### config.mk
export PLATFORM = sky130hd
export DESIGN_NAME = iso_core
export DESIGN_NICKNAME = d
export VERILOG_FILES = /design/src/hw/iso_pkg.sv /design/src/hw/iso_core.sv /design/src/hw/iso_decode.sv
export SDC_FILE = /design/constraint.sdc
export NUM_CORES = 1
export LEC_CHECK = 0
export BUFFER_PORTS_ARGS = -buffer_cell sky130_fd_sc_hd__buf_2
export CAP_MARGIN = 25
export CORE_UTILIZATION = 40
export CTS_CLUSTER_DIAMETER = 100
export DETAILED_ROUTE_END_ITERATION = 10
export GPL_TIMING_DRIVEN = 0
export PLACE_DENSITY_LB_ADDON = 0.15
export SETUP_SLACK_MARGIN = 0.15
export SYNTH_ARGS = -nofsm -noshare
export SYNTH_HDL_FRONTEND = slang
export SYNTH_SLANG_ARGS = --single-unit
export TNS_END_PERCENT = 100
### constraint.sdc
create_clock -name core_clk -period 5.6 [get_ports core_clk]
set_input_delay 1.68 -clock core_clk [delete_from_list [all_inputs] [get_ports core_clk]]
set_output_delay 1.68 -clock core_clk [all_outputs]
set_load 0.02 [all_outputs]
### src/hw/iso_pkg.sv
package iso_pkg;

  // Register byte offsets on the Wishbone bus.
  localparam logic [7:0] ISO_REG_INSTR = 8'h00;
  localparam logic [7:0] ISO_REG_ACC = 8'h04;
  localparam logic [7:0] ISO_REG_STATUS = 8'h08;
  localparam logic [7:0] ISO_REG_CYCLES = 8'h0c;
  // File registers occupy 0x80..0xfc, one word each; address bit 7 selects them.
  localparam int ISO_FILE_SEL_BIT = 7;
  localparam int ISO_FILE_DEPTH = 32;

  // Status field positions.
  localparam int ISO_ST_ZERO_BIT = 0;
  localparam int ISO_ST_SKIP_BIT = 1;

  // Instruction word layout.
  localparam int ISO_WORD_W = 12;
  localparam int ISO_DEST_BIT = 5;
  localparam logic [5:0] ISO_OP_INC_SKIP = 6'h0f;
  localparam logic [5:0] ISO_OP_OR_FILE = 6'h04;
  localparam logic [3:0] ISO_OP_OR_LIT = 4'hd;

  // Values after reset.
  localparam logic [7:0] ISO_ACC_RST = 8'h00;
  localparam logic [7:0] ISO_FILE_RST = 8'h00;
  localparam logic [15:0] ISO_CYCLES_RST = 16'h0000;
  // One instruction cycle per issued word.
  localparam logic [15:0] ISO_CYCLE_STEP = 16'h0001;

endpackage : iso_pkg

### src/hw/iso_core.sv
// Operation
// - Decode 0011 11df ffff as increment-skip.
// - Increment file; d picks destination; zero flag untouched.
// - Zero result discards next word as no-op.
// - OR literal into accumulator, update zero.
// - Decode 1101 kkkk kkkk as OR literal.
// - Decode 0001 00df ffff; OR accumulator, file.
// - OR-file updates zero, one word, one cycle.
//
// The implementer's own choices: register access over Wishbone and the register offsets.
module iso_core (
  // Clock and reset
  input wire logic core_clk,
  input wire logic rst_n,
  // Wishbone slave
  input wire logic wb_cyc_i,
  input wire logic wb_stb_i,
  input wire logic wb_we_i,
  input wire logic [7:0] wb_adr_i,
  input wire logic [3:0] wb_sel_i,
  input wire logic [31:0] wb_dat_i,
  output logic [31:0] wb_dat_o,
  output logic wb_ack_o
);

  logic ack_q;
  logic [31:0] rdat_q;
  logic [7:0] acc_q;
  logic zero_q;
  logic skip_q;
  logic [15:0] cycles_q;
  logic [7:0] file_q [iso_pkg::ISO_FILE_DEPTH];

  logic req;
  logic wr_go;
  logic is_file;
  logic [4:0] bus_fidx;
  logic issue;
  logic exec;
  logic is_inc_skip;
  logic is_or_lit;
  logic is_or_file;
  logic dest_file;
  logic [4:0] faddr;
  logic [7:0] literal;
  logic [7:0] fval;
  logic [7:0] inc_sum;
  logic [7:0] or_lit_res;
  logic [7:0] or_file_res;

  assign wb_ack_o = ack_q;
  assign wb_dat_o = rdat_q;

  // A request is answered one cycle after it is seen; writes land at the ack edge.
  assign req = wb_cyc_i && wb_stb_i && !ack_q;
  assign wr_go = wb_cyc_i && wb_stb_i && ack_q && wb_we_i && wb_sel_i[0];
  assign is_file = wb_adr_i[iso_pkg::ISO_FILE_SEL_BIT];
  assign bus_fidx = wb_adr_i[6:2];
  // An instruction needs both low byte lanes, since the word spans twelve bits.
  assign issue = wr_go && wb_sel_i[1] && !is_file && (wb_adr_i == iso_pkg::ISO_REG_INSTR);
  // A word issued while a skip is pending is the cancelled prefetch.
  assign exec = issue && !skip_q;

  iso_decode u_decode (
    .word(wb_dat_i[11:0]),
    .is_inc_skip(is_inc_skip),
    .is_or_lit(is_or_lit),
    .is_or_file(is_or_file),
    .dest_file(dest_file),
    .faddr(faddr),
    .literal(literal)
  );

  assign fval = file_q[faddr];
  assign inc_sum = 8'(fval + 8'h01);
  assign or_lit_res = acc_q | literal;
  assign or_file_res = acc_q | fval;

  always_ff @(posedge core_clk or negedge rst_n) begin
    if (!rst_n) begin
      ack_q <= 1'b0;
    end else begin
      ack_q <= req;
    end
  end

  always_ff @(posedge core_clk or negedge rst_n) begin
    if (!rst_n) begin
      rdat_q <= 32'h0000_0000;
    end else if (req) begin
      rdat_q <= 32'h0000_0000;
      if (is_file) begin
        rdat_q[7:0] <= file_q[bus_fidx];
      end else begin
        unique case (wb_adr_i)
          iso_pkg::ISO_REG_ACC: rdat_q[7:0] <= acc_q;
          iso_pkg::ISO_REG_STATUS: begin
            rdat_q[iso_pkg::ISO_ST_ZERO_BIT] <= zero_q;
            rdat_q[iso_pkg::ISO_ST_SKIP_BIT] <= skip_q;
          end
          iso_pkg::ISO_REG_CYCLES: rdat_q[15:0] <= cycles_q;
          default: rdat_q <= 32'h0000_0000;
        endcase
      end
    end
  end

  // Accumulator: software writes, OR-literal results, or other results with destination bit clear.
  always_ff @(posedge core_clk or negedge rst_n) begin
    if (!rst_n) begin
      acc_q <= iso_pkg::ISO_ACC_RST;
    end else if (wr_go && !is_file && (wb_adr_i == iso_pkg::ISO_REG_ACC)) begin
      acc_q <= wb_dat_i[7:0];
    end else if (exec && is_inc_skip && !dest_file) begin
      acc_q <= inc_sum;
    end else if (exec && is_or_lit) begin
      acc_q <= or_lit_res;
    end else if (exec && is_or_file && !dest_file) begin
      acc_q <= or_file_res;
    end
  end

  // File registers: software writes, or results with destination bit set.
  always_ff @(posedge core_clk or negedge rst_n) begin
    if (!rst_n) begin
      for (int i = 0; i < iso_pkg::ISO_FILE_DEPTH; i++) begin
        file_q[i] <= iso_pkg::ISO_FILE_RST;
      end
    end else if (wr_go && is_file) begin
      file_q[bus_fidx] <= wb_dat_i[7:0];
    end else if (exec && is_inc_skip && dest_file) begin
      file_q[faddr] <= inc_sum;
    end else if (exec && is_or_file && dest_file) begin
      file_q[faddr] <= or_file_res;
    end
  end

  // Zero flag; the increment-skip leaves it alone.
  always_ff @(posedge core_clk or negedge rst_n) begin
    if (!rst_n) begin
      zero_q <= 1'b0;
    end else if (wr_go && !is_file && (wb_adr_i == iso_pkg::ISO_REG_STATUS)) begin
      zero_q <= wb_dat_i[iso_pkg::ISO_ST_ZERO_BIT];
    end else if (exec && is_or_lit) begin
      zero_q <= (or_lit_res == 8'h00);
    end else if (exec && is_or_file) begin
      zero_q <= (or_file_res == 8'h00);
    end
  end

  // Pending skip: armed by a zero increment, consumed by the next issued word.
  always_ff @(posedge core_clk or negedge rst_n) begin
    if (!rst_n) begin
      skip_q <= 1'b0;
    end else if (exec && is_inc_skip) begin
      skip_q <= (inc_sum == 8'h00);
    end else if (issue) begin
      skip_q <= 1'b0;
    end
  end

  // Each issued word, executed or discarded, is one instruction cycle.
  always_ff @(posedge core_clk or negedge rst_n) begin
    if (!rst_n) begin
      cycles_q <= iso_pkg::ISO_CYCLES_RST;
    end else if (issue) begin
      cycles_q <= cycles_q + iso_pkg::ISO_CYCLE_STEP;
    end
  end
endmodule : iso_core

### src/hw/iso_decode.sv
module iso_decode (
  // Instruction word
  input wire logic [11:0] word,
  // Decoded fields
  output logic is_inc_skip,
  output logic is_or_lit,
  output logic is_or_file,
  output logic dest_file,
  output logic [4:0] faddr,
  output logic [7:0] literal
);

  always_comb begin
    is_inc_skip = (word[11:6] == iso_pkg::ISO_OP_INC_SKIP);
    is_or_file = (word[11:6] == iso_pkg::ISO_OP_OR_FILE);
    is_or_lit = (word[11:8] == iso_pkg::ISO_OP_OR_LIT);
    dest_file = word[iso_pkg::ISO_DEST_BIT];
    faddr = word[4:0];
    literal = word[7:0];
  end

endmodule : iso_decode

Yosys cells after proc, flatten, opt, wreduce, memory -nomap -nowiden
Cells that the tools add are included.
{"block": "totals", "mem_bits_rw": 0, "elab_cells": 118, "out_inout_bits": 33, "latchBits": 0, "memories": 0, "register_bits": 315, "mem_bits_ro": 0}
{"block": "op_classes", "mux": 30, "eq_ne": 6, "addsub": 2, "n_shift": 0, "n_div": 0, "reduce_logical": 34, "bitwise_logic": 4, "multipliers": 0, "n_lt_le_gt_ge": 4}
{"op": "$bwmux W256", "n": 3}
{"op": "$mux W256", "n": 3}
{"op": "$mux W8", "n": 13}
{"op": "$bmux W8 S5", "n": 2}
{"op": "$demux W8 S5", "n": 2}
{"op": "$logic_not A8 Y1", "n": 4}
{"op": "$logic_and A1 B1 Y1", "n": 22}
{"op": "$add A16 B1 Y16 const B", "n": 1}
{"op": "$eq A8 B4 Y1 const B", "n": 2}
{"op": "$or A8 B8 Y8", "n": 2}
{"op": "$ge A6 B6 Y1 const B", "n": 2}
{"op": "$lt A6 B1 Y1 const B", "n": 2}
{"op": "$not A5 Y6", "n": 2}
{"op": "$pmux W6 S2", "n": 1}
{"op": "$add A8 B1 Y8 const B", "n": 1}
{"op": "$eq A8 B3 Y1 const B", "n": 1}
{"op": "$eq A6 B3 Y1 const B", "n": 1}
{"op": "$eq A6 B4 Y1 const B", "n": 1}
{"op": "$pmux W2 S3", "n": 1}
{"op": "$reduce_bool A3 Y1", "n": 2}
{"op": "$mux W1", "n": 5}
{"op": "$eq A4 B4 Y1 const B", "n": 1}
{"op": "$logic_not A1 Y1", "n": 4}
{"op": "$reduce_bool A4 Y1", "n": 1}
{"op": "$reduce_bool A2 Y1", "n": 1}

Logic depth before layout (Yosys ltp)
{"block": "depth", "depth_word": 14, "mapped_depth": 14, "depth_no_buf": 10}

By module
A second synthesis with hierarchy kept.
{"block": "unflattened", "cells_unflattened": 1846, "area_unflattened_um2": 18119.9}
{"mod": "iso_core", "area_per_inst_um2": 17972.2, "cells_per_inst": 1827, "seq_area_each_um2": 7482.2, "instances": 1}
{"mod": "iso_decode", "area_per_inst_um2": 147.6, "cells_per_inst": 19, "seq_area_each_um2": 0.0, "instances": 1}

Worst setup path after synthesis
No wires, ideal clock.
{"block": "synth_timing", "kind": "input -> register", "startpoint": "input port wb_dat_i[0]", "endpoint": "register skip_q", "setup_slack_ns": 1.366, "arrival_time_ns": 4.158, "path_stages": 13, "cell_sequence": "buf_2 > buf_6 > buf_2 > mux2i_1 > o22ai_1 > nor4_1 > nand2_4 > ha_1 > nand2_1 > nor2_1 > or3_1 > a2111o_1 > o21ai_1"}
{"block": "synth_between", "elab_chain_cells": 7}
{"item": "start, declared", "line": "iso_core.sv:21", "source": "input wire logic [31:0] wb_dat_i,"}
{"item": "$not A5 Y6 (not written as such)", "line": "iso_core.sv:74", "source": "assign fval = file_q[faddr];"}
{"item": "$bmux W8 S5", "line": "iso_core.sv:74"}
{"item": "$mux W8 (not written as such) (2 in series)", "line": "iso_core.sv:74"}
{"item": "$add A8 B1 Y8", "line": "iso_core.sv:75", "source": "assign inc_sum = 8'(fval + 8'h01);"}
{"item": "$logic_not A8 Y1", "line": "iso_core.sv:156", "source": "skip_q <= (inc_sum == 8'h00);"}
{"item": "$mux W1", "line": "iso_core.sv:155", "source": "end else if (exec && is_inc_skip) begin"}
{"item": "end signal, assigned", "line": "iso_core.sv:156"}
{"item": "end, declared", "line": "iso_core.sv:30", "source": "logic skip_q;"}
Every way passes these cells. The select of a mux whose other input is x is not followed.
A chain may end at the register's enable or synchronous reset.

Final worst setup path
{"block": "layout_timing", "startpoint": "input port wb_dat_i[0]", "endpoint": "register file_q[53] (netlist bit)"}
{"block": "layout_between", "elab_chain_cells": 9, "elab_cells_between_ends": 16}
{"item": "$not A5 Y6 (not written as such) *", "line": "iso_core.sv:74, iso_core.sv:132, iso_core.sv:134"}
{"item": "parallel branches: the longest is 6 deep, another holds $add A8 B1 Y8"}
{"item": "$mux W256 *", "line": "iso_core.sv:131", "source": "end else if (exec && is_inc_skip && dest_file) begin"}
{"item": "$mux W256 *", "line": "iso_core.sv:129", "source": "end else if (wr_go && is_file) begin"}
{"item": "end signal, assigned by index", "line": "iso_core.sv:130", "source": "file_q[bus_fidx] <= wb_dat_i[7:0];"}
{"item": "end signal, assigned by index", "line": "iso_core.sv:132", "source": "file_q[faddr] <= inc_sum;"}
{"item": "end signal, assigned by index", "line": "iso_core.sv:134", "source": "file_q[faddr] <= or_file_res;"}
{"item": "end, declared", "line": "iso_core.sv:32", "source": "logic [7:0] file_q [iso_pkg::ISO_FILE_DEPTH];"}
Every way passes the cells marked *. The select of a mux whose other input is x is not followed.

==> run metrics <==
via count=17700; Setup Buffers After CTS=0; Crit path arrival time=around 6 ns; maximum clock rate=between 150 and 200 MHz; Area Growth Syn to Fin=13.8%; Post-DRT Antenna Nets=0; die area=~46000 sq um; Ports=slightly above 80; Mapped Area=around 18000 sq um; routed vias/inst=between 6 and 7; Routed WL=88700 um; Reg area=~7500 sq um; PD cells=~260 nW/um^2; Multi-input gate area=9790 sq um; Final setup violation count=0; row cnt=77; top_reg_cell synth=dfrtp_1; Hold WC Path Type=flop to flop; commonest non-fill, non-tap cell in the layout=dfrtp_1; met3 wire length=11100 um; initial antenna violation count=2; detailed-route DRC error count=0; core area=~44000 sq um; Syn Inst Count=roughly 1800; Clk Latency, worst-skew pair=~0.58 ns; Yosys cell types=between 60 and 70; Clock Path Buffers=3; wire per inst=about 35 um; DP HPWL=about 64000 um; status=completed; largest net degree at the start of global routing=between 100 and 150; Setup Skew=roughly 0.030 ns; Num CTS Buffers=37; Layout fillers=4262; crit end category=flop; Async SR Flop Fraction=1.00; H-tree depth=2; first-pass GRT wire length=approximately 130000 um; Peak VDD IR=between 0.00015 and 0.0002 V; Port Buf Inserts=39; Root Driver=clkbuf_16; EDFF count, synth=0; startpoint type of the worst setup path=input pin; CP required=6.04 ns; Yosys warning count=0; GRT Resource Usage Total=0.384; GP Congestion=between 1 and 1.5; Die X=around 210 um; post-synthesis sequential area ratio=0.416; highest metal used=met5; Avg Inst Size Synth=~9.9 sq um; worst-margin pin slew=roughly 1.1 ns; number of DRC violations after detailed-routing iteration 0=~2800; worst hold slack=~0.46 ns; Tmin final=around 5.5 ns; RSZ-0062 raised after global routing=no; fin util=0.462; Die Y-Extent=214 um; crit path max fanout=10; Final Cycle Share=0.985; most frequent cells in the layout=299 x dfrtp_1, 271 x nand2_1, 179 x a22oi_1; clk slew on worst S/H paths=around 0.060 ns; number of max-cap violations=0; final setup TNS=0 ns; nets@finish=1967; max-slew violation count=0; vias in the first global route=roughly 16000; share of layout cells above drive strength 1=0.165; DRT Pass-1 Iters=6; Initial Util=0.406; Leak=0.00808 uW; M1 WL=between 30000 and 40000 um; metal2 WL=around 36000 um; GR Overflow Total=0; Ant. Diodes=0; Slew HR=0.236; TritonCTS clock tree=done; CP Class=input pin to flop; final hold viol count=0; total clock sinks=approximately 300; post-synthesis register bit count=approximately 300
metal layers:
| layer | vias to the layer above | global-route usage |
|---|---|---|
| met2 | 1368 | 0.535 |
| met5 | - | 0 |
| li1 | 7102 | - |
| met3 | 327 | 0.113 |
| met1 | 8864 | 0.526 |
| met4 | 2 | 0.227 |
Yosys cell counts, types with 6 or more instances:
| master | instances | area [sq um] |
|---|---|---|
| buf_2 | 37 | 185 |
| a22o_1 | 10 | 87.6 |
| o21ai_0 | 29 | 145 |
| mux2_2 | 14 | 158 |
| nand4bb_1 | 6 | 67.6 |
| a22oi_1 | 179 | 1340 |
| dfrtp_1 | 299 | 7480 |
| buf_6 | 11 | 124 |
| nor2_1 | 105 | 394 |
| a21oi_1 | 25 | 125 |
| buf_4 | 16 | 120 |
| nor4_1 | 17 | 106 |
| xor2_1 | 10 | 87.6 |
| mux2i_1 | 115 | 1150 |
| o31ai_1 | 6 | 45.0 |
| nand3_1 | 16 | 80.1 |
| xnor2_1 | 12 | 105 |
| inv_1 | 8 | 30.0 |
| nor3_1 | 44 | 220 |
| mux4_2 | 77 | 1730 |
| o21ai_2 | 30 | 263 |
| o21ai_1 | 117 | 586 |
| nand4_1 | 11 | 68.8 |
| o22ai_1 | 59 | 369 |
| buf_1 | 8 | 30.0 |
| and3_1 | 6 | 37.5 |
| o211ai_1 | 99 | 743 |
| clkbuf_1 | 77 | 289 |
| or3_1 | 15 | 93.8 |
| nand2_1 | 271 | 1020 |
through the flow:
step	setup WS [ns]	instances	total power, uW	cell area (sq um)
global route	0.175	2535	5350	20500
finish	0.0819	2535	5240	20500
CTS	0.205	2532	5230	20400
global placement	-3.13	2457	2680	19000
detailed placement	-0.699	2466	2690	19200
floorplan	1.37	1826	2470	18000
path summary, 6_finish.rpt:
path                            slack, ns      endpoint  cells after the start          from
worst min-delay path                 0.46  cycles_q[15]                      1  cycles_q[15]
min in group asynchronous            1.10    file_q[58]                      1         rst_n
worst min register to register       0.46  cycles_q[15]                      1  cycles_q[15]
worst max-delay path                 0.08    file_q[53]                     13   wb_dat_i[0]
worst max register to register       1.64   file_q[247]                      9      wb_ack_o
max in group asynchronous            2.91    file_q[16]                      3         rst_n
power by group:
part	internal (uW)	switching, uW
registers	2180	17.7
clock network	1540	1030
logic	129	348
total	3850	1390
cells by family after synthesis:
kind of cell	count (synthesis)	synth area share
AOI/OAI and AO/OA	575	0.217
and+or+nand+nor	547	0.142
DFF	299	0.416
muxes	206	0.169
buffers and inverters	159	0.0438
xor gates and xnor gates	22	0.0107
adders and majority gates	2	0.00139
other	1	0.000208
state kept, by name, summed over array words and instances (netlist names):
name      count
skip_q        1
zero_q        1
cycles_q     16
wb_dat_o     16
file_q      256
acc_q         8
wb_ack_o      1
final cells by class:
class | instances | area share
multi-input cells | 1368 | 0.478
flip-flops and latches | 299 | 0.366
clock buffers | 55 | 0.0536
plain buffers | 151 | 0.0372
well taps | 592 | 0.0362
repair buffers | 51 | 0.0197
clock inverters | 11 | 0.00807
inverters | 8 | 0.00147
critical path, stage by stage:
cell and delay [ns]:
buf_2 0.14, buf_6 0.22, buf_2 0.53, mux2i_1 0.67
o22ai_1 0.16, nor4_1 0.69, nand2_2 0.33, nand2_1 0.16
nor2_1 0.07, xor2_1 0.19, o21ai_1 0.51, buf_2 0.44
o21ai_1 0.12
timing repair:
action	4_1_cts	5_1_grt
resized for setup	3	2
hold buffers	0	0
pin swaps	0	0
endpoints found under the setup margin	32	30
gates cloned	0	0
Note: power is estimated with default switching activity, not from simulation.
